[config.mk]
export PLATFORM = sky130hd
export DESIGN_NAME = edh_parallel_host_port
export DESIGN_NICKNAME = d
export VERILOG_FILES = /design/src/edh_host_pkg.sv /design/src/edh_parallel_host_port.sv /design/src/host_table_byte.sv
export VERILOG_INCLUDE_DIRS = /design/src
export SDC_FILE = /design/constraint.sdc
export NUM_CORES = 1
export LEC_CHECK = 0
export BUFFER_PORTS_ARGS = -buffer_cell sky130_fd_sc_hd__clkbuf_2
export CORE_ASPECT_RATIO = 0.6
export CORE_MARGIN = 10
export CORE_UTILIZATION = 30
export DETAILED_ROUTE_END_ITERATION = 6
export PLACE_DENSITY = 0.58
export SLEW_MARGIN = 20
export SYNTH_ARGS = -nofsm -noshare
export SYNTH_HDL_FRONTEND = slang
export SYNTH_SLANG_ARGS = --single-unit
[constraint.sdc]
create_clock -name CLK_SYS_I -period 7.39 [get_ports CLK_SYS_I]
set_input_delay 1.478 -clock CLK_SYS_I [delete_from_list [all_inputs] [get_ports CLK_SYS_I]]
set_output_delay 1.478 -clock CLK_SYS_I [all_outputs]
set_load 0.05 [all_outputs]
[src/edh_host_defs.svh]
// Constants for the parallel host port of the EDH coprocessor.
// Assumes inclusion by bare name from the package and the design modules.
`ifndef EDH_HOST_DEFS_SVH
`define EDH_HOST_DEFS_SVH

// ****************************************************************
// Table geometry
// ****************************************************************
`define BYTE_W          8
`define WR_FIRST_ADDR   8'h01
`define WR_LAST_ADDR    8'h0f
`define WR_COUNT        15
`define RD_COUNT        23
`define RD_LAST_ADDR    8'h16
`define WR_FLAT_W       120
`define RD_FLAT_W       184
`define PTR_RESET       8'h00
`define PTR_STEP        8'h01
`define BYTE_ZERO       8'h00

// ****************************************************************
// Write table defaults, address 15 in the top byte, address 1 lowest
// ****************************************************************
`define WR_DEFAULTS_FLAT 120'h18_00_00_00_00_00_01_00_00_00_00_00_44_40_00

// ****************************************************************
// Internal power-on reset
// ****************************************************************
`define POR_W           4
`define POR_ZERO        4'h0
`define POR_DONE_COUNT  4'hf
`define POR_STEP        4'h1

`endif

[src/edh_host_pkg.sv]
// Types shared by the parallel host port modules.
// Assumes edh_host_defs.svh is on the include path.
`include "edh_host_defs.svh"

package edh_host_pkg;

    // Kind of host cycle seen at a chip-select falling edge
    typedef enum logic [1:0]
    {
        CYC_NONE,
        CYC_ADDR,
        CYC_WRITE,
        CYC_READ
    } cyc_kind_t;

    typedef logic [`BYTE_W-1:0] host_byte_t;

endpackage

[src/edh_parallel_host_port.sv]
// Parallel host port of the EDH coprocessor: multiplexed address/data bus,
// pointer with auto-increment, write table and status snapshot table.
// Assumes host pins are synchronous to CLK_SYS_I and held stable around
// the chip-select falling edge; the bus wire is resolved outside.
//
// Summary of operation
// - One 8-bit shared address/data bus with chip select, read/write, address/data select.
// - Host cycles never depend on the video pixel clock.
// - Every transfer is taken or launched at the chip-select falling edge.
// - Bus driven only while chip select low and read/write high, combinationally.
// - Write with address select high loads the pointer.
// - Write with address select low stores the byte at the pointer.
// - Read edge places the byte at the pointer on the bus.
// - Pointer advances by one after each data transfer.
// - Any address cycle replaces the incremented pointer.
// - Reads return the values of the most recently received packet.
// - Writes take effect in the packet of the following field.
// - Reset reinitialises control logic and restores every write table default.
// - Reset leaves the video datapath passing data.
// - An internal power-on reset also initialises the port.
// - Write table of 15 bytes, status table of 23 bytes.
// - Port active only while the interface-select pin is low.
`timescale 1ns/10ps
`default_nettype none
`include "edh_host_defs.svh"

module edh_parallel_host_port
    import edh_host_pkg::*;
(
    // Clock and reset
    input  wire logic                  CLK_SYS_I,
    input  wire logic                  RESET_I,
    // Interface selection, low selects this parallel port
    input  wire logic                  HOST_PORT_SELECT_I,
    // Host pins
    input  wire logic                  CS_N_I,
    input  wire logic                  RW_I,
    input  wire logic                  AD_I,
    input  wire logic [`BYTE_W-1:0]    P_I,
    output logic      [`BYTE_W-1:0]    P_O,
    output logic                       P_OE_O,
    // Status from the EDH datapath
    input  wire logic [`RD_FLAT_W-1:0] STATUS_I,
    input  wire logic                  STATUS_LATCH_I,
    // Configuration to the EDH datapath
    input  wire logic                  CONFIG_LATCH_I,
    output logic      [`WR_FLAT_W-1:0] CONFIG_O
);

    // ****************************************************************
    // Internal power-on reset
    // ****************************************************************
    // Relies on the register initialiser, which FPGA flows honour; the
    // external reset is still needed where the supply rises slowly.
    logic [`POR_W-1:0] por_cnt_reg = `POR_ZERO;
    logic [`POR_W-1:0] por_cnt_next;
    logic              por_done;
    logic              int_rst;

    always_comb
    begin
        por_done     = (por_cnt_reg == `POR_DONE_COUNT);
        por_cnt_next = por_done ? por_cnt_reg : por_cnt_reg + `POR_STEP;
        // Reset clears only host-side state; nothing here gates the video path
        int_rst      = RESET_I | ~por_done;
    end

    always_ff @(posedge CLK_SYS_I)
    begin
        por_cnt_reg <= por_cnt_next;
    end

    // ****************************************************************
    // Cycle decode at the chip-select falling edge
    // ****************************************************************
    // Only the chip-select edge matters; levels alone never act, so the
    // pixel clock plays no part in any host cycle.
    logic       cs_n_prev_reg;
    logic       cs_n_prev_next;
    logic       cs_fall;
    cyc_kind_t  cyc_kind;

    always_comb
    begin
        cs_n_prev_next = CS_N_I;
        cs_fall        = cs_n_prev_reg & ~CS_N_I & ~HOST_PORT_SELECT_I;
        cyc_kind       = CYC_NONE;
        if (cs_fall)
        begin
            if (RW_I)
            begin
                cyc_kind = CYC_READ;
            end
            else if (AD_I)
            begin
                cyc_kind = CYC_ADDR;
            end
            else
            begin
                cyc_kind = CYC_WRITE;
            end
        end
    end

    always_ff @(posedge CLK_SYS_I)
    begin
        if (int_rst)
        begin
            cs_n_prev_reg <= 1'b1;
        end
        else
        begin
            cs_n_prev_reg <= cs_n_prev_next;
        end
    end

    // ****************************************************************
    // Status snapshot table
    // ****************************************************************
    host_byte_t rd_table_reg [0:`RD_COUNT-1];
    host_byte_t rd_table_next [0:`RD_COUNT-1];

    // Snapshot at packet arrival so that reads in the safe window show the
    // previous field's packet even while new data streams in.
    always_comb
    begin
        for (int i = 0; i < `RD_COUNT; i++)
        begin
            rd_table_next[i] = STATUS_LATCH_I ? STATUS_I[i*`BYTE_W +: `BYTE_W] : rd_table_reg[i];
        end
    end

    always_ff @(posedge CLK_SYS_I)
    begin
        for (int i = 0; i < `RD_COUNT; i++)
        begin
            if (int_rst)
            begin
                rd_table_reg[i] <= `BYTE_ZERO;
            end
            else
            begin
                rd_table_reg[i] <= rd_table_next[i];
            end
        end
    end

    // ****************************************************************
    // Pointer and read data
    // ****************************************************************
    host_byte_t ptr_reg;
    host_byte_t ptr_next;
    host_byte_t rd_byte;
    host_byte_t p_out_reg;
    host_byte_t p_out_next;

    always_comb
    begin
        ptr_next   = ptr_reg;
        p_out_next = p_out_reg;
        rd_byte    = (ptr_reg <= `RD_LAST_ADDR) ? rd_table_reg[ptr_reg[4:0]] : `BYTE_ZERO;
        unique case (cyc_kind)
            CYC_NONE:
            begin
                ptr_next = ptr_reg;
            end
            CYC_ADDR:
            begin
                ptr_next = P_I;
            end
            CYC_WRITE:
            begin
                ptr_next = ptr_reg + `PTR_STEP;
            end
            CYC_READ:
            begin
                p_out_next = rd_byte;
                ptr_next   = ptr_reg + `PTR_STEP;
            end
        endcase
    end

    always_ff @(posedge CLK_SYS_I)
    begin
        if (int_rst)
        begin
            ptr_reg   <= `PTR_RESET;
            p_out_reg <= `BYTE_ZERO;
        end
        else
        begin
            ptr_reg   <= ptr_next;
            p_out_reg <= p_out_next;
        end
    end

    assign P_O = p_out_reg;
    // Enable follows the pins directly, as the host expects release times
    // measured from the pins, not from a clock edge.
    assign P_OE_O = ~CS_N_I & RW_I & ~HOST_PORT_SELECT_I;

    // ****************************************************************
    // Write table
    // ****************************************************************
    localparam logic [`WR_FLAT_W-1:0] WR_DEFAULTS = `WR_DEFAULTS_FLAT;

    logic [`WR_FLAT_W-1:0] working_flat;

    for (genvar k = 0; k < `WR_COUNT; k++)
    begin : g_wr
        logic wr_hit;
        assign wr_hit = (cyc_kind == CYC_WRITE) && (ptr_reg == 8'(k + 1));
        host_table_byte #(
            .DEFAULT_VALUE (WR_DEFAULTS[k*`BYTE_W +: `BYTE_W])
        ) u_byte (
            .clk_i     (CLK_SYS_I),
            .rst_i     (int_rst),
            .load_i    (wr_hit),
            .data_i    (P_I),
            .working_o (working_flat[k*`BYTE_W +: `BYTE_W]),
            .apply_i   (CONFIG_LATCH_I),
            .applied_o (CONFIG_O[k*`BYTE_W +: `BYTE_W])
        );
    end

    // ****************************************************************
    // Checks
    // ****************************************************************
    addr_load_a: assert property (@(posedge CLK_SYS_I) disable iff (int_rst)
        (cs_fall && !RW_I && AD_I) |=> (ptr_reg == $past(P_I)))
        else $error("Address cycle did not load the pointer");

    ptr_step_a: assert property (@(posedge CLK_SYS_I) disable iff (int_rst)
        (cs_fall && (RW_I || !AD_I)) |=> (ptr_reg == $past(ptr_reg) + `PTR_STEP))
        else $error("Pointer did not advance after a data cycle");

    read_launch_a: assert property (@(posedge CLK_SYS_I) disable iff (int_rst)
        (cs_fall && RW_I) |=> (P_O == $past(rd_byte)))
        else $error("Read cycle did not place the pointed byte on the bus");

    bus_release_a: assert property (@(posedge CLK_SYS_I)
        (CS_N_I || !RW_I) |-> !P_OE_O)
        else $error("Bus driven outside a read with chip select low");

    idle_hold_a: assert property (@(posedge CLK_SYS_I) disable iff (int_rst)
        (CS_N_I && $past(CS_N_I)) |=> ($stable(ptr_reg) && $stable(working_flat)))
        else $error("State changed while chip select was high");

    serial_mode_a: assert property (@(posedge CLK_SYS_I) disable iff (int_rst)
        HOST_PORT_SELECT_I |=> ($stable(ptr_reg) && $stable(working_flat) && !$past(P_OE_O)))
        else $error("Parallel port acted while the serial interface was selected");

    reset_default_a: assert property (@(posedge CLK_SYS_I)
        RESET_I |=> (CONFIG_O == WR_DEFAULTS && working_flat == WR_DEFAULTS && ptr_reg == `PTR_RESET))
        else $error("Reset did not restore table defaults");

    status_snap_a: assert property (@(posedge CLK_SYS_I) disable iff (int_rst)
        (STATUS_LATCH_I ##1 !STATUS_LATCH_I) |=> (rd_table_reg[1] == $past(STATUS_I[15:8], 2)))
        else $error("Status table did not hold the latched packet values");

    config_hold_a: assert property (@(posedge CLK_SYS_I) disable iff (int_rst)
        !CONFIG_LATCH_I |=> $stable(CONFIG_O))
        else $error("Configuration changed outside the field boundary");

    por_hold_a: assert property (@(posedge CLK_SYS_I)
        !por_done |=> (P_O == `BYTE_ZERO && ptr_reg == `PTR_RESET))
        else $error("Power-on reset not holding the port");

    edge_only_a: assert property (@(posedge CLK_SYS_I) disable iff (int_rst)
        !cs_fall |=> $stable(ptr_reg))
        else $error("Pointer moved without a chip-select falling edge");

    write_store_a: assert property (@(posedge CLK_SYS_I) disable iff (int_rst)
        (cyc_kind == CYC_WRITE && ptr_reg == `WR_FIRST_ADDR) |=> (working_flat[`BYTE_W-1:0] == $past(P_I)))
        else $error("Data cycle did not store the byte at the pointer");

    write_skip_a: assert property (@(posedge CLK_SYS_I) disable iff (int_rst)
        (cyc_kind == CYC_WRITE && (ptr_reg < `WR_FIRST_ADDR || ptr_reg > `WR_LAST_ADDR)) |=> $stable(working_flat))
        else $error("Write outside the table changed a stored byte");

    read_drive_a: assert property (@(posedge CLK_SYS_I)
        (!CS_N_I && RW_I && !HOST_PORT_SELECT_I) |-> P_OE_O)
        else $error("Bus not driven during a read with chip select low");

    read_hold_a: assert property (@(posedge CLK_SYS_I) disable iff (int_rst)
        !(cs_fall && RW_I) |=> $stable(P_O))
        else $error("Read data changed without a read cycle");

    read_beyond_a: assert property (@(posedge CLK_SYS_I) disable iff (int_rst)
        (cs_fall && RW_I && ptr_reg > `RD_LAST_ADDR) |=> (P_O == `BYTE_ZERO))
        else $error("Read beyond the status table returned data");

    status_load_a: assert property (@(posedge CLK_SYS_I) disable iff (int_rst)
        STATUS_LATCH_I |=> (rd_table_reg[0] == $past(STATUS_I[`BYTE_W-1:0])))
        else $error("Status latch did not capture the first location");

endmodule

`default_nettype wire

[src/host_table_byte.sv]
// One location of the host write table: a working byte that the host
// writes and an applied byte that the datapath uses for the next packet.
// Assumes one clock and a synchronous active-high reset.
`timescale 1ns/10ps
`default_nettype none
`include "edh_host_defs.svh"

module host_table_byte
    import edh_host_pkg::*;
#(
    parameter host_byte_t DEFAULT_VALUE = `BYTE_ZERO
)
(
    // Clock and reset
    input  wire logic       clk_i,
    input  wire logic       rst_i,
    // Host side
    input  wire logic       load_i,
    input  wire host_byte_t data_i,
    output host_byte_t      working_o,
    // Datapath side
    input  wire logic       apply_i,
    output host_byte_t      applied_o
);

    host_byte_t working_reg;
    host_byte_t working_next;
    host_byte_t applied_reg;
    host_byte_t applied_next;

    // A host write never reaches the packet already being built: the
    // applied copy only takes the working copy at the field boundary.
    always_comb
    begin
        working_next = working_reg;
        applied_next = applied_reg;
        if (load_i)
        begin
            working_next = data_i;
        end
        if (apply_i)
        begin
            applied_next = working_reg;
        end
    end

    always_ff @(posedge clk_i)
    begin
        if (rst_i)
        begin
            working_reg <= DEFAULT_VALUE;
            applied_reg <= DEFAULT_VALUE;
        end
        else
        begin
            working_reg <= working_next;
            applied_reg <= applied_next;
        end
    end

    assign working_o = working_reg;
    assign applied_o = applied_reg;

    apply_delay_a: assert property (@(posedge clk_i) disable iff (rst_i)
        (load_i && !apply_i) |=> (applied_o == $past(applied_o)))
        else $error("Host write reached the applied byte before the field boundary");

endmodule

`default_nettype wire
After elaboration in Yosys (flattened, before gate mapping) --
Memory sizes are Yosys's and may differ from the RTL's. A register that Yosys moved wholly into a read port is not among the register bits. Index checks and enable logic that the tools add are counted.
Word-level totals: memories kept 1, logic and storage cells 163, register bits after elaboration 261, output and inout port bits 129, RAM bits 184, input port bits 200
Operators by class: add/subtract/negate cells 2, equal/unequal tests 20, reduce and logical (&&, ||, !) cells 18, $lt $le $gt $ge 1, bitwise operators 31, multiplexer cells 56
Memories:
- rd_table_reg | depth 23, width 8, read ports 1, clocked after memory_dff 1, wr ports 23, RTL line edh_parallel_host_port.sv:120 | host_byte_t rd_table_reg [0:`RD_COUNT-1];
Operator list (number):
- 8-bit 2-to-1 mux | 47
- 8-bit by 4-bit == test with 1-bit output (second input constant) | 8
- 8-bit by 3-bit == test with 1-bit output (second input constant) | 4
- 1-bit bitwise OR | 24
- 8-bit by 2-bit == test with 1-bit output (second input constant) | 2
- 8-bit case mux with 2 select lines | 1
- 1-bit logical AND | 15
- 5-bit 2-to-1 mux | 2
- 8-bit by 1-bit adder with 8-bit output (second input constant) | 1
- 8-bit by 1-bit == test with 1-bit output (second input constant) | 1
- 8-bit by 5-bit less-or-equal comparator with 1-bit output (second input constant) | 1
- 2-bit 2-to-1 mux | 3
- 4-bit by 1-bit adder with 4-bit output (second input constant) | 1
- 1-bit AND | 4
- 2-bit == test (second input constant) | 2
- 4-bit == test (second input constant) | 1
- 1-bit 2-to-1 mux | 3
- 1-bit NOT | 3
- 2-bit by 1-bit == test with 1-bit output (second input constant) | 1
- 2-bit logical NOT | 1
- 2-bit AND reduction | 1
- 2-bit OR reduction | 1
- 1-bit != test (second input constant) | 1

Logic depth before layout (Yosys ltp) --
Gate-level depths: netlist of the first run.
depth after elaboration 9, mapped depth 8, gate-level depth less buffers 6

Cells and area by module --
From an unflattened synthesis of the first run, not the netlist that was laid out.
Unflattened totals: cells, all modules 1457, area, all modules 18370.1 µm²
By module, submodules not included:
- edh_parallel_host_port | sequential area each 6085.8 µm², area each 9650.5 µm², times used 1, cells each 677
- host_table_byte at g_wr[0].u_byte ... | sequential area each 320.3 µm², area each 579.3 µm², times used 11, cells each 52
- host_table_byte at g_wr[14].u_byte ... | sequential area each 320.3 µm², area each 590.6 µm², times used 2, cells each 52
- host_table_byte at g_wr[1].u_byte ... | sequential area each 320.3 µm², area each 583.1 µm², times used 2, cells each 52

Worst setup path after synthesis of the first run --
OpenSTA, ideal clock, no wires.
path type input to register, start point input port STATUS_LATCH_I, end point memory rd_table_reg[0][0] (netlist name) (enable), setup time 0.555 ns, data required time 6.835 ns, arrival time 5.681 ns, buffers on the path 1, stages on the path 2, path slack 1.155 ns, path through clkbuf_1 -> or3_1
RTL lines:
- from (decl) | RTL line edh_parallel_host_port.sv:44 | input wire logic STATUS_LATCH_I,
- to (decl) | RTL line edh_parallel_host_port.sv:120

Worst setup path after layout of the first run --
start point input port RW_I, end point output port P_OE_O
Between the ends: word-level cells in the longest chain between the ends 2
Ends and longest elaborated chain:
- from (decl) | RTL line edh_parallel_host_port.sv:37 | input wire logic RW_I,
- 1-bit AND (2 in series) | RTL line edh_parallel_host_port.sv:200 | assign P_OE_O = ~CS_N_I & RW_I & ~HOST_PORT_SELECT_I;
- to (decl) | RTL line edh_parallel_host_port.sv:41 | output logic P_OE_O,
No other way between the ends.

==> impl_results.html, run 1 <==
<table>
<tr><th>Metric</th><th>Value</th></tr>
<tr><th colspan="2">Logic synthesis</th></tr>
<tr><td>YS warnings</td><td>0</td></tr>
<tr><td>Prevailing post-synth register cell</td><td>sky130_fd_sc_hd__dfxtp_1</td></tr>
<tr><td>Net count after synthesis</td><td>about 1700</td></tr>
<tr><td>Number of synthesized register bits</td><td>450</td></tr>
<tr><td>Post-Syn Area</td><td>17900 µm²</td></tr>
<tr><td>Sequential-to-total area share from yosys stat</td><td>about three fifths</td></tr>
<tr><td>Number of flops mapped to enable cells by yosys</td><td>188</td></tr>
<tr><td>Average footprint of a synthesized cell</td><td>approximately 12 µm²</td></tr>
<tr><td>Mapped Cells</td><td>around 1500</td></tr>
<tr><td>Area fraction of the dominant cell type after synthesis</td><td>approximately a third</td></tr>
<tr><td>Dominant cell type by area after synthesis</td><td>sky130_fd_sc_hd__edfxtp_1</td></tr>
<tr><td>Number of different library cells in the post-synthesis netlist</td><td>46</td></tr>
<tr><td>Largest cells by area after synthesis</td><td>sky130_fd_sc_hd__edfxtp_1 31%, sky130_fd_sc_hd__dfxtp_1 29%, sky130_fd_sc_hd__mux2i_1 13%</td></tr>
<tr><td>Async set-reset flop share out of synthesis</td><td>0%</td></tr>
<tr><th colspan="2">Final layout</th></tr>
<tr><td>Flip-flop count of the largest register, all copies and words added</td><td>184</td></tr>
<tr><td>Layout Nets</td><td>about 1900</td></tr>
<tr><td>Diodes inserted</td><td>0</td></tr>
<tr><td>Finished Core Util</td><td>roughly 37%</td></tr>
<tr><td>Finished Layout Cells</td><td>about 2600</td></tr>
<tr><td>Sequential cell area</td><td>between 10000 and 15000 µm²</td></tr>
<tr><td>Synth-to-Final Area Change</td><td>20.8%</td></tr>
<tr><td>Area taken by multi-input logic gates</td><td>6550 µm²</td></tr>
<tr><td>Cell area after layout</td><td>21700 µm²</td></tr>
<tr><td>Share of layout cells above drive strength 1</td><td>around a quarter</td></tr>
<tr><td>Filler instances</td><td>5837</td></tr>
<tr><th colspan="2">STA</th></tr>
<tr><td>Final critical-path required period</td><td>roughly 3.7 ns</td></tr>
<tr><td>Accumulated negative setup slack</td><td>0 ns</td></tr>
<tr><td>Hold Fails Final Rpt</td><td>0</td></tr>
<tr><td>Slew Limit Headroom</td><td>between 20% and 30%</td></tr>
<tr><td>Final hold slack</td><td>about 0.46 ns</td></tr>
<tr><td>Final worst slack</td><td>3.69 ns</td></tr>
<tr><td>Setup violators final</td><td>0</td></tr>
<tr><td>Unrepaired setup endpoints after global routing</td><td>false</td></tr>
<tr><td>Max-slew violation total from the final report</td><td>0</td></tr>
<tr><td>Final period util</td><td>between 50% and 60%</td></tr>
<tr><td>Maximum clock skew at final layout</td><td>0.0231 ns</td></tr>
<tr><td>Highest clock rate</td><td>about 0.27 GHz</td></tr>
<tr><td>Least-Margin Pin Slew</td><td>~1.1 ns</td></tr>
<tr><th colspan="2">Drt</th></tr>
<tr><td>Total wire length after detailed routing</td><td>between 50000 and 60000 µm</td></tr>
<tr><td>Wirelength per Cell</td><td>about 20 µm</td></tr>
<tr><td>Average vias per placed instance</td><td>4.77</td></tr>
<tr><td>Overall via count from detail_route</td><td>~12000</td></tr>
<tr><td>Number of nets with antenna violations after routing</td><td>0</td></tr>
<tr><td>DRC errors left</td><td>0</td></tr>
<tr><td>Initial DRC count</td><td>about 960</td></tr>
<tr><td>Number of search-and-repair iterations in the first detailed-routing pass</td><td>5</td></tr>
<tr><th colspan="2">Placed design</th></tr>
<tr><td>Instance area after placement</td><td>just over 20000 µm²</td></tr>
<tr><td>Setup WS pre-CTS</td><td>around 3.5 ns</td></tr>
<tr><td>Last weighted congestion value of the routability-driven placer</td><td>approximately 0.75</td></tr>
<tr><td>Cells after DPL</td><td>approximately 2500</td></tr>
<tr><td>Number of port buffers</td><td>roughly 330</td></tr>
<tr><td>Half-perimeter wire length of the detailed placement result</td><td>between 30000 and 40000 µm</td></tr>
<tr><th colspan="2">Floorplan</th></tr>
<tr><td>Full die area</td><td>about 70000 µm²</td></tr>
<tr><td>Die height</td><td>about 210 µm</td></tr>
<tr><td>Standard-cell row count</td><td>between 60 and 70</td></tr>
<tr><td>Floorplan die width</td><td>about 340 µm</td></tr>
<tr><td>Initial core utilization</td><td>30.3%</td></tr>
<tr><td>Placeable core region</td><td>~59000 µm²</td></tr>
<tr><td>Count of boundary I/O pins</td><td>roughly 330</td></tr>
<tr><th colspan="2">Power and ir drop</th></tr>
<tr><td>Sequential Power Share</td><td>50.0%</td></tr>
<tr><td>Share of total power in combinational logic</td><td>under 10%</td></tr>
<tr><td>Power density relative to cell area</td><td>approximately 250 nW/µm²</td></tr>
<tr><td>Switching power</td><td>between 1 and 1.5 mW</td></tr>
<tr><td>Overall Power</td><td>5.42 mW</td></tr>
<tr><td>Sw frac</td><td>a little under a quarter</td></tr>
<tr><td>Int Power</td><td>roughly 4.2 mW</td></tr>
<tr><td>Worst ir drop on vdd</td><td>roughly 0.13 mV</td></tr>
<tr><td>Leakage power</td><td>approximately 9.6 nW</td></tr>
<tr><td>Clock power frac</td><td>between 40 and 50%</td></tr>
<tr><th colspan="2">Flow run</th></tr>
<tr><td>Max-cap violations</td><td>0</td></tr>
<tr><th colspan="2">Critical path</th></tr>
<tr><td>Capture point of the worst reg-to-reg path</td><td>P_O[5]</td></tr>
<tr><td>Startpoint type of the worst setup path</td><td>primary input</td></tr>
<tr><td>Setup slack on the worst flop-to-flop path</td><td>~4.3 ns</td></tr>
<tr><td>Critical path endpoint category</td><td>output pin</td></tr>
<tr><td>Number of cells on the worst reg-to-reg path</td><td>6</td></tr>
<tr><td>Data arrival time at the worst-slack endpoint</td><td>~2.2 ns</td></tr>
<tr><td>Kind of critical path</td><td>in -&gt; out</td></tr>
<tr><td>Worst r2r src</td><td>por_cnt_reg[0]</td></tr>
<tr><td>Required time at the endpoint of the critical path</td><td>a little under 6 ns</td></tr>
<tr><td>Critical Path Fanout Max</td><td>6</td></tr>
<tr><th colspan="2">Hold path</th></tr>
<tr><td>Critical hold path startpoint</td><td>g_wr[11].u_byte.working_o[7]</td></tr>
<tr><td>Worst Hold Depth</td><td>2</td></tr>
<tr><td>Hold Crit Class</td><td>reg -&gt; reg</td></tr>
<tr><td>Destination of the worst hold path</td><td>g_wr[11].u_byte.working_o[7]</td></tr>
<tr><th colspan="2">Global route</th></tr>
<tr><td>Initial antenna violation count</td><td>0</td></tr>
<tr><td>Total routing usage reported by global routing</td><td>about 14%</td></tr>
<tr><td>Number of global-route vias before repair</td><td>approximately 13000</td></tr>
<tr><td>First-pass GRT wire length</td><td>approximately 79000 µm</td></tr>
<tr><td>Total overflow reported by the global router</td><td>0</td></tr>
<tr><td>Largest net degree at the start of global routing</td><td>230</td></tr>
<tr><th colspan="2">CTS</th></tr>
<tr><td>Maximum root-to-sink buffer count</td><td>3</td></tr>
<tr><td>Hold buffers post-CTS</td><td>0</td></tr>
<tr><td>Clock Tree Root</td><td>sky130_fd_sc_hd__clkbuf_16</td></tr>
<tr><td>TritonCTS buffer count</td><td>46</td></tr>
<tr><td>CTS clock-pin slew for the worst setup and hold paths</td><td>roughly 0.07 ns</td></tr>
<tr><td>TritonCTS clock tree</td><td>done</td></tr>
<tr><td>Sink Count</td><td>450</td></tr>
<tr><td>Post_cts resized</td><td>0</td></tr>
<tr><td>Post-CTS setup buffer count</td><td>0</td></tr>
<tr><td>Source-to-sink clock delay at the later pin of the worst-skew pair</td><td>roughly 0.57 ns</td></tr>
<tr><td>H-tree depth reported by CTS</td><td>2</td></tr>
<tr><th colspan="2">Outcome</th></tr>
<tr><td>Run status</td><td>finished clean</td></tr>
</table>
## critical path: stages
cell	delay (ns)
sky130_fd_sc_hd__clkbuf_2	0.20
sky130_fd_sc_hd__nor3b_1	0.22
sky130_fd_sc_hd__clkbuf_2	0.31
## final cells by class
cell class | count | area share (%)
inverter | 4 | 0.0692
tap | 781 | 4.51
clock inverter | 15 | 0.767
clock buffer | 68 | 6.16
sequential | 450 | 50.2
timing repair buffer | 338 | 8.07
multi-input combinational | 902 | 30.2
## routing by layer
metal	up-vias	routed length [µm]	global-route usage [%]
li1	5837	-	-
met1	6040	24800	20.5
met2	286	23300	21.6
met3	50	3510	3.86
met4	0	635	2.94
met5	-	0	0
## Yosys cell counts, types with 2 or more instances
cell type,instances
sky130_fd_sc_hd__o31ai_1,7
sky130_fd_sc_hd__nand3_1,25
sky130_fd_sc_hd__nor3b_2,2
sky130_fd_sc_hd__a211oi_1,4
sky130_fd_sc_hd__dfxtp_1,262
sky130_fd_sc_hd__clkbuf_1,96
sky130_fd_sc_hd__o21ai_0,14
sky130_fd_sc_hd__buf_6,3
sky130_fd_sc_hd__nor2_2,7
sky130_fd_sc_hd__nand3b_1,4
sky130_fd_sc_hd__and3_1,187
sky130_fd_sc_hd__o211ai_1,7
sky130_fd_sc_hd__ha_1,5
sky130_fd_sc_hd__a21o_1,7
sky130_fd_sc_hd__edfxtp_1,188
sky130_fd_sc_hd__or3_1,3
sky130_fd_sc_hd__inv_1,4
sky130_fd_sc_hd__mux2i_1,242
sky130_fd_sc_hd__mux4_2,38
sky130_fd_sc_hd__nand2_1,49
sky130_fd_sc_hd__nor2b_1,4
sky130_fd_sc_hd__nor2_1,233
sky130_fd_sc_hd__buf_4,4
sky130_fd_sc_hd__nand2b_1,6
sky130_fd_sc_hd__buf_2,11
sky130_fd_sc_hd__nor3_1,3
sky130_fd_sc_hd__o22ai_1,15
sky130_fd_sc_hd__buf_1,8
sky130_fd_sc_hd__a21oi_1,21
sky130_fd_sc_hd__nand4_1,3
## worst max-delay path by stage
stage / startpoint / to / slack [ns] / cells after the start
6_report: RW_I / P_OE_O / 3.69 / 3
5_1_grt: RW_I / P_OE_O / 3.63 / 3
4_1_cts: RW_I / P_OE_O / 3.70 / 3
3_5_place_dp: HOST_PORT_SELECT_I / g_wr[8].u_byte.working_o[6] / 3.46 / 6
3_3_place_gp: HOST_PORT_SELECT_I / g_wr[8].u_byte.working_o[0] / 3.50 / 6
2_1_floorplan: STATUS_LATCH_I / rd_table_reg[0][0] / 1.15 / 2
## layout by cell type (no fill, tap or decap), types with 8 or more instances in the layout
| cell | Yosys | routed |
|---|---|---|
| sky130_fd_sc_hd__mux4_2 | 38 | 38 |
| sky130_fd_sc_hd__buf_4 | 4 | 9 |
| sky130_fd_sc_hd__dfxtp_1 | 262 | 260 |
| sky130_fd_sc_hd__o22ai_1 | 15 | 15 |
| sky130_fd_sc_hd__a21oi_1 | 21 | 21 |
| sky130_fd_sc_hd__clkbuf_2 | 0 | 326 |
| sky130_fd_sc_hd__clkbuf_16 | 0 | 47 |
| sky130_fd_sc_hd__clkbuf_1 | 96 | 13 |
| sky130_fd_sc_hd__edfxtp_1 | 188 | 188 |
| sky130_fd_sc_hd__nand2_1 | 49 | 49 |
| sky130_fd_sc_hd__o21ai_0 | 14 | 14 |
| sky130_fd_sc_hd__mux2i_1 | 242 | 242 |
| sky130_fd_sc_hd__and3_1 | 187 | 187 |
| sky130_fd_sc_hd__nor2_1 | 233 | 232 |
| sky130_fd_sc_hd__nand3_1 | 25 | 25 |
| sky130_fd_sc_hd__clkbuf_8 | 0 | 8 |
## power groups by stage
stage               registers [mW]  logic, mW  clock network (mW)
floorplan                     2.76      0.212                   0
global placement              2.76      0.355                   0
detailed placement            2.77      0.359                   0
CTS                           2.71      0.360                2.43
global route                  2.72      0.388                2.53
finish                        2.71      0.356                2.35
## kinds of logic (layout without fill, tap and decap cells)
family | count (synthesis) | in the layout | synth area share (%)
XOR/XNOR | 2 | 2 | 0.0976
adder cells (fa/ha/maj) | 5 | 5 | 0.349
buffers and inverters | 126 | 425 | 2.92
AO/OA/AOI/OAI | 79 | 79 | 2.75
AND/OR/NAND/NOR | 535 | 535 | 14.9
flip-flops | 450 | 450 | 60.7
multiplexers | 281 | 281 | 18.3
Power figures use the tool's default switching activity.
==> inputs of run 2 (changes only) <==
- PLACE_DENSITY: 0.58 -> 0.6
- clock period: 7.39 -> 3.23 ns (I/O delays scaled with it)
==> run 2 against run 1 <==
  * Clock skew up 0.011 ns
  * Die area unchanged
  * Cell count up 1.1%
  * Non-clock buffer count up 27
  * Clock power up 120%
  * Largest cell class unchanged
  * Sequential share of layout area down 0.55 points
  * Register-to-register slack worse by 3.5 ns
  * Utilization up 0.40 points
  * Sequential power up 130%
==> impl_results.html, run 2 (synthesis results as in run 1) <==
<table>
<tr><th>Metric</th><th>Value</th></tr>
<tr><th colspan="2">Outcome</th></tr>
<tr><td>Run status</td><td>finished clean</td></tr>
<tr><th colspan="2">CTS</th></tr>
<tr><td>Post_cts resized</td><td>0</td></tr>
<tr><td>TritonCTS buffer count</td><td>45</td></tr>
<tr><td>H-tree depth reported by CTS</td><td>2</td></tr>
<tr><td>CTS clock-pin slew for the worst setup and hold paths</td><td>~0.070 ns</td></tr>
<tr><td>Source-to-sink clock delay at the later pin of the worst-skew pair</td><td>0.58 ns</td></tr>
<tr><td>TritonCTS clock tree</td><td>done</td></tr>
<tr><td>Maximum root-to-sink buffer count</td><td>3</td></tr>
<tr><td>Post-CTS setup buffer count</td><td>0</td></tr>
<tr><td>Sink Count</td><td>between 400 and 500</td></tr>
<tr><td>Clock Tree Root</td><td>sky130_fd_sc_hd__clkbuf_16</td></tr>
<tr><td>Hold buffers post-CTS</td><td>0</td></tr>
<tr><th colspan="2">STA</th></tr>
<tr><td>Accumulated negative setup slack</td><td>0 ns</td></tr>
<tr><td>Final critical-path required period</td><td>2.41 ns</td></tr>
<tr><td>Setup violators final</td><td>0</td></tr>
<tr><td>Max-slew violation total from the final report</td><td>0</td></tr>
<tr><td>Hold Fails Final Rpt</td><td>0</td></tr>
<tr><td>Least-Margin Pin Slew</td><td>0.793 ns</td></tr>
<tr><td>Highest clock rate</td><td>0.416 GHz</td></tr>
<tr><td>Slew Limit Headroom</td><td>47.1%</td></tr>
<tr><td>Maximum clock skew at final layout</td><td>0.0345 ns</td></tr>
<tr><td>Final hold slack</td><td>about 0.33 ns</td></tr>
<tr><td>Final period util</td><td>between 70% and 80%</td></tr>
<tr><td>Unrepaired setup endpoints after global routing</td><td>false</td></tr>
<tr><th colspan="2">Floorplan</th></tr>
<tr><td>Initial core utilization</td><td>between 30% and 40%</td></tr>
<tr><td>Floorplan die width</td><td>between 300 and 400 µm</td></tr>
<tr><td>Standard-cell row count</td><td>69</td></tr>
<tr><td>Full die area</td><td>roughly 70000 µm²</td></tr>
<tr><td>Placeable core region</td><td>just under 60000 µm²</td></tr>
<tr><td>Die height</td><td>about 210 µm</td></tr>
<tr><td>Count of boundary I/O pins</td><td>~330</td></tr>
<tr><th colspan="2">Final layout</th></tr>
<tr><td>Finished Core Util</td><td>a little under two fifths</td></tr>
<tr><td>Leading cell types in the layout, fill and taps excluded</td><td>326 x sky130_fd_sc_hd__clkbuf_2, 260 x sky130_fd_sc_hd__dfxtp_1, 242 x sky130_fd_sc_hd__mux2i_1</td></tr>
<tr><td>Diodes inserted</td><td>0</td></tr>
<tr><td>Share of layout cells above drive strength 1</td><td>roughly 27%</td></tr>
<tr><td>Flip-flop count of the largest register, all copies and words added</td><td>roughly 180</td></tr>
<tr><td>Layout Nets</td><td>approximately 2000</td></tr>
<tr><td>Cell area after layout</td><td>~22000 µm²</td></tr>
<tr><td>Synth-to-Final Area Change</td><td>22.2%</td></tr>
<tr><td>Most common cell after layout, fill and taps aside</td><td>sky130_fd_sc_hd__clkbuf_2</td></tr>
<tr><th colspan="2">Critical path</th></tr>
<tr><td>Worst-path cell chain</td><td>ha_1 &gt; nand3_1 &gt; or2_4 &gt; buf_12 &gt; buf_4 &gt; nor2_1</td></tr>
<tr><td>Number of cells on the worst reg-to-reg path</td><td>6</td></tr>
<tr><td>Data arrival time at the worst-slack endpoint</td><td>~2.9 ns</td></tr>
<tr><td>Kind of critical path</td><td>reg -&gt; reg</td></tr>
<tr><td>Start point of the critical path</td><td>por_cnt_reg[0]</td></tr>
<tr><td>CP max-delay cell</td><td>sky130_fd_sc_hd__edfxtp_1</td></tr>
<tr><td>Critical Path Fanout Max</td><td>between 60 and 70</td></tr>
<tr><td>Required time at the endpoint of the critical path</td><td>approximately 3.7 ns</td></tr>
<tr><td>Worst setup path endpoint</td><td>g_wr[12].u_byte.working_o[5]</td></tr>
<tr><td>Setup slack on the worst flop-to-flop path</td><td>0.82 ns</td></tr>
<tr><td>Worst r2r src</td><td>por_cnt_reg[0]</td></tr>
<tr><td>Critical path endpoint category</td><td>flip-flop</td></tr>
<tr><td>Capture point of the worst reg-to-reg path</td><td>g_wr[12].u_byte.working_o[5]</td></tr>
<tr><td>Startpoint type of the worst setup path</td><td>flip-flop</td></tr>
<tr><td>Largest stage delay on the critical path</td><td>0.41 ns</td></tr>
<tr><th colspan="2">Drt</th></tr>
<tr><td>Number of search-and-repair iterations in the first detailed-routing pass</td><td>5</td></tr>
<tr><td>Wirelength per Cell</td><td>roughly 20 µm</td></tr>
<tr><td>DRC errors left</td><td>0</td></tr>
<tr><td>Average vias per placed instance</td><td>~4.7</td></tr>
<tr><td>Number of nets with antenna violations after routing</td><td>0</td></tr>
<tr><td>Overall via count from detail_route</td><td>around 12000</td></tr>
<tr><td>Total wire length after detailed routing</td><td>52400 µm</td></tr>
<tr><td>Initial DRC count</td><td>902</td></tr>
<tr><th colspan="2">Global route</th></tr>
<tr><td>First-pass GRT wire length</td><td>between 70000 and 80000 µm</td></tr>
<tr><td>Number of global-route vias before repair</td><td>approximately 12000</td></tr>
<tr><td>Initial antenna violation count</td><td>0</td></tr>
<tr><td>Total overflow reported by the global router</td><td>0</td></tr>
<tr><td>Largest net degree at the start of global routing</td><td>between 150 and 200</td></tr>
<tr><td>Total routing usage reported by global routing</td><td>14.4%</td></tr>
<tr><th colspan="2">Power and ir drop</th></tr>
<tr><td>Leakage power</td><td>about 9.7 nW</td></tr>
<tr><td>Worst ir drop on vdd</td><td>roughly 0.30 mV</td></tr>
<tr><td>Power density relative to cell area</td><td>roughly 560 nW/µm²</td></tr>
<tr><th colspan="2">Flow run</th></tr>
<tr><td>Max-cap violations</td><td>0</td></tr>
<tr><th colspan="2">Hold path</th></tr>
<tr><td>Worst Hold Depth</td><td>2</td></tr>
<tr><td>Hold Crit Class</td><td>in -&gt; reg</td></tr>
<tr><th colspan="2">Placed design</th></tr>
<tr><td>Last weighted congestion value of the routability-driven placer</td><td>roughly 0.78</td></tr>
<tr><td>Number of port buffers</td><td>328</td></tr>
<tr><td>Instance area after placement</td><td>about 20000 µm²</td></tr>
<tr><td>Half-perimeter wire length of the detailed placement result</td><td>approximately 37000 µm</td></tr>
</table>
## run 2: how the worst min path moves through the flow
stage                                       startpoint                      endpoint  slack (ns)
after floorplan           g_wr[11].u_byte.working_o[2]  g_wr[11].u_byte.working_o[2]        0.44
final                                           CS_N_I                 cs_n_prev_reg        0.33
after CTS                                       CS_N_I                 cs_n_prev_reg        0.27
after global routing                            CS_N_I                 cs_n_prev_reg        0.31
after global placement                          P_O[3]                        P_O[3]        0.44
after detailed placement   g_wr[2].u_byte.working_o[7]   g_wr[2].u_byte.working_o[7]        0.45
## run 2: worst max-delay path, delay by kind of cell, from the launching register on
family,cells,cell delay [ns]
adders and majority gates,1,0.25
buffers and inverters,2,0.70
DFF,1,0.41
and+or+nand+nor,3,0.83
## run 2: routing by layer
metal  GRT usage, %  up-vias  routed length [µm]
met5              0        -                   0
met3           3.03       54                2570
met2           22.0      263               23600
met4           2.97        0                 706
li1               -     5904                   -
met1           20.7     6028               25600
## run 2: through the flow
| stage | power (mW) | worst slack (ns) | cells |
|---|---|---|---|
| final | 12.3 | 0.824 | 2585 |
| after global routing | 12.8 | 0.648 | 2585 |
| after CTS | 12.5 | 0.824 | 2585 |
| after detailed placement | 7.17 | 0.392 | 2502 |
| after global placement | 7.15 | 0.468 | 2502 |
| after floorplan | 6.79 | 0.575 | 1478 |
## run 2: layout make-up
| type | instances | area [µm²] |
|---|---|---|
| tap | 781 | 977 |
| inverter | 4 | 15.0 |
| fill | 5750 | 37300 |
| sequential | 450 | 10900 |
| clock inverter | 19 | 175 |
| timing repair buffer | 365 | 2020 |
| multi-input combinational | 902 | 6550 |
| clock buffer | 64 | 1300 |
## run 2: power breakdown
| part | switching (mW) | internal [mW] | total (mW) |
|---|---|---|---|
| registers | 0.0783 | 6.13 | 6.21 |
| clock network | 2.28 | 2.99 | 5.27 |
| logic | 0.482 | 0.345 | 0.827 |
==> inputs of run 3 (changes only) <==
- PLACE_DENSITY: 0.6 -> 0.58
- clock period: 3.23 -> 2.5 ns (I/O delays scaled with it)
==> run 3 against run 2 <==
  * Sequential power rose by 29%
  * Register-to-register slack got worse by 0.68 ns
  * Worst setup slack got worse by 0.68 ns
  * Critical path depth did not move
  * Via count rose by 2.1%
  * Cell area rose by 1.6%
  * Sequential share of layout area fell by 0.77 points
  * Clock skew fell by 0.0099 ns
  * Routed wire length rose by 2.4%
  * Critical path type unchanged
==> impl_results.html, run 3 (synthesis results as in run 1) <==
<table>
<tr><th>Metric</th><th>Value</th></tr>
<tr><th colspan="2">Power and ir drop</th></tr>
<tr><td>Sequential Power Share</td><td>49.7%</td></tr>
<tr><td>Clock power frac</td><td>43.2%</td></tr>
<tr><td>Sw frac</td><td>a little under a quarter</td></tr>
<tr><td>Worst ir drop on vdd</td><td>0.400 mV</td></tr>
<tr><td>Share of total power in combinational logic</td><td>between 7 and 8%</td></tr>
<tr><td>Power density relative to cell area</td><td>~720 nW/µm²</td></tr>
<tr><td>Int Power</td><td>12.4 mW</td></tr>
<tr><td>Switching power</td><td>about 3.7 mW</td></tr>
<tr><td>Leakage power</td><td>9.91 nW</td></tr>
<tr><th colspan="2">STA</th></tr>
<tr><td>Hold Fails Final Rpt</td><td>0</td></tr>
<tr><td>Unrepaired setup endpoints after global routing</td><td>false</td></tr>
<tr><td>Final period util</td><td>between 90% and 100%</td></tr>
<tr><td>Accumulated negative setup slack</td><td>0 ns</td></tr>
<tr><td>Final hold slack</td><td>~0.19 ns</td></tr>
<tr><td>Max-slew violation total from the final report</td><td>0</td></tr>
<tr><td>Least-Margin Pin Slew</td><td>0.716 ns</td></tr>
<tr><td>Final critical-path required period</td><td>2.36 ns</td></tr>
<tr><td>Slew Limit Headroom</td><td>between 50 and 60%</td></tr>
<tr><td>Setup violators final</td><td>0</td></tr>
<tr><td>Maximum clock skew at final layout</td><td>0.0246 ns</td></tr>
<tr><td>Highest clock rate</td><td>0.424 GHz</td></tr>
<tr><th colspan="2">Critical path</th></tr>
<tr><td>Number of buffer and inverter stages on the critical path</td><td>2</td></tr>
<tr><td>Number of cells on the worst reg-to-reg path</td><td>6</td></tr>
<tr><td>Required time at the endpoint of the critical path</td><td>about 2.9 ns</td></tr>
<tr><td>Critical Path Fanout Max</td><td>11</td></tr>
<tr><td>Crit-path leading delay family</td><td>compound AO/OA/AOI/OAI gates</td></tr>
<tr><td>CP max-delay cell</td><td>sky130_fd_sc_hd__mux4_2</td></tr>
<tr><td>Stages on worst setup path</td><td>6</td></tr>
<tr><td>Largest stage delay on the critical path</td><td>approximately 0.51 ns</td></tr>
<tr><td>Critical path endpoint category</td><td>flip-flop</td></tr>
<tr><td>Setup slack on the worst flop-to-flop path</td><td>between 0.1 and 0.15 ns</td></tr>
<tr><td>Worst-path cell chain</td><td>buf_4 &gt; buf_4 &gt; mux4_2 &gt; o21ai_0 &gt; a21o_1 &gt; o31ai_1</td></tr>
<tr><td>Cell mode on critical path</td><td>sky130_fd_sc_hd__buf_4</td></tr>
<tr><td>Startpoint type of the worst setup path</td><td>flip-flop</td></tr>
<tr><td>Data arrival time at the worst-slack endpoint</td><td>about 2.8 ns</td></tr>
<tr><td>Kind of critical path</td><td>reg -&gt; reg</td></tr>
<tr><th colspan="2">Global route</th></tr>
<tr><td>Initial antenna violation count</td><td>2</td></tr>
<tr><td>Largest net degree at the start of global routing</td><td>~190</td></tr>
<tr><td>Total overflow reported by the global router</td><td>0</td></tr>
<tr><td>First-pass GRT wire length</td><td>around 81000 µm</td></tr>
<tr><td>Total routing usage reported by global routing</td><td>14.8%</td></tr>
<tr><td>Number of global-route vias before repair</td><td>around 13000</td></tr>
<tr><th colspan="2">Drt</th></tr>
<tr><td>Initial DRC count</td><td>about 900</td></tr>
<tr><td>Total wire length after detailed routing</td><td>between 50000 and 60000 µm</td></tr>
<tr><td>Overall via count from detail_route</td><td>roughly 13000</td></tr>
<tr><td>Average vias per placed instance</td><td>roughly 4.8</td></tr>
<tr><td>Number of search-and-repair iterations in the first detailed-routing pass</td><td>5</td></tr>
<tr><td>Wirelength per Cell</td><td>slightly above 20 µm</td></tr>
<tr><td>DRC errors left</td><td>0</td></tr>
<tr><td>Number of nets with antenna violations after routing</td><td>0</td></tr>
<tr><th colspan="2">Floorplan</th></tr>
<tr><td>Die height</td><td>between 200 and 250 µm</td></tr>
<tr><td>Floorplan die width</td><td>between 300 and 400 µm</td></tr>
<tr><td>Standard-cell row count</td><td>69</td></tr>
<tr><td>Full die area</td><td>around 70000 µm²</td></tr>
<tr><td>Count of boundary I/O pins</td><td>329</td></tr>
<tr><td>Initial core utilization</td><td>a little under a third</td></tr>
<tr><td>Placeable core region</td><td>approximately 59000 µm²</td></tr>
<tr><th colspan="2">Placed design</th></tr>
<tr><td>Last weighted congestion value of the routability-driven placer</td><td>0.782</td></tr>
<tr><td>Instance area after placement</td><td>roughly 21000 µm²</td></tr>
<tr><td>Half-perimeter wire length of the detailed placement result</td><td>38900 µm</td></tr>
<tr><td>Number of port buffers</td><td>328</td></tr>
<tr><th colspan="2">Final layout</th></tr>
<tr><td>Layout Nets</td><td>roughly 2000</td></tr>
<tr><td>Synth-to-Final Area Change</td><td>24.1%</td></tr>
<tr><td>Filler instances</td><td>5813</td></tr>
<tr><td>Cell area after layout</td><td>between 20000 and 25000 µm²</td></tr>
<tr><td>Diodes inserted</td><td>0</td></tr>
<tr><td>Flip-flop count of the largest register, all copies and words added</td><td>184</td></tr>
<tr><td>Most common cell after layout, fill and taps aside</td><td>sky130_fd_sc_hd__clkbuf_2</td></tr>
<tr><td>Leading cell types in the layout, fill and taps excluded</td><td>326 x sky130_fd_sc_hd__clkbuf_2, 259 x sky130_fd_sc_hd__dfxtp_1, 242 x sky130_fd_sc_hd__mux2i_1</td></tr>
<tr><td>Share of layout cells above drive strength 1</td><td>28.7%</td></tr>
<tr><th colspan="2">CTS</th></tr>
<tr><td>TritonCTS buffer count</td><td>44</td></tr>
<tr><td>Maximum root-to-sink buffer count</td><td>3</td></tr>
<tr><td>CTS clock-pin slew for the worst setup and hold paths</td><td>approximately 0.06 ns</td></tr>
<tr><td>Hold buffers post-CTS</td><td>0</td></tr>
<tr><td>TritonCTS clock tree</td><td>done</td></tr>
<tr><td>Sink Count</td><td>450</td></tr>
<tr><td>Post-CTS setup buffer count</td><td>0</td></tr>
<tr><td>H-tree depth reported by CTS</td><td>2</td></tr>
<tr><td>Clock Tree Root</td><td>sky130_fd_sc_hd__clkbuf_16</td></tr>
<tr><td>Post_cts resized</td><td>0</td></tr>
<tr><td>Source-to-sink clock delay at the later pin of the worst-skew pair</td><td>about 0.58 ns</td></tr>
<tr><th colspan="2">Flow run</th></tr>
<tr><td>Max-cap violations</td><td>0</td></tr>
<tr><th colspan="2">Hold path</th></tr>
<tr><td>Worst Hold Depth</td><td>2</td></tr>
<tr><td>Hold Crit Class</td><td>in -&gt; reg</td></tr>
<tr><th colspan="2">Outcome</th></tr>
<tr><td>Run status</td><td>finished clean</td></tr>
</table>
[run 3: worst reg2reg max path, cell delays in order, from the launching register on]
cell and delay, ns:
sky130_fd_sc_hd__dfxtp_4 0.50, sky130_fd_sc_hd__buf_4 0.22, sky130_fd_sc_hd__buf_4 0.22, sky130_fd_sc_hd__mux4_2 0.51, sky130_fd_sc_hd__o21ai_0 0.51, sky130_fd_sc_hd__a21o_1 0.22
sky130_fd_sc_hd__o31ai_1 0.07
[run 3: power groups by stage]
stage                     registers [mW]  clock network (mW)  logic (mW)
final                               8.01                6.97        1.15
after global routing                8.04                7.50        1.25
after CTS                           8.02                7.19        1.16
after detailed placement            8.18                   0        1.16
after global placement              8.17                   0        1.15
after floorplan                     8.15                   0       0.628
[run 3: final cells by class]
cell class	instances	area [µm²]	share of cell area [%]
sequential	450	10900	48.9
multi-input combinational	902	6550	29.4
timing repair buffer	398	2340	10.5
clock buffer	54	1180	5.30
tap	781	977	4.39
clock inverter	27	313	1.40
inverter	4	15.0	0.0674
[run 3: metal layers]
metal  global-route usage, %  vias to the layer above  share of wire, %
li1                        -                     5959                 -
met1                    21.0                     6214                48
met2                    22.4                      277                44
met3                    3.71                       59               5.8
met4                    3.21                        2               1.5
met5                       0                        -             0.024
[run 3: worst paths after layout]
check,startpoint,to
worst min register to register,g_wr[2].u_byte.working_o[7],g_wr[2].u_byte.working_o[7]
worst min-delay path,CS_N_I,cs_n_prev_reg
worst max register to register,flip-flop,P_O[1]
worst max-delay path,flip-flop,P_O[1]
[run 3: metrics by stage]
stage,utilization [%],total power [mW],setup slack [ns],std cells
3_3_place_gp,35.1,9.32,0.0594,2535
3_5_place_dp,35.1,9.34,0.0370,2535
5_1_grt,37.6,16.8,0.0587,2616
4_1_cts,37.6,16.4,0.0260,2616
6_report,37.6,16.1,0.143,2616
2_1_floorplan,-,8.78,0.00548,1478
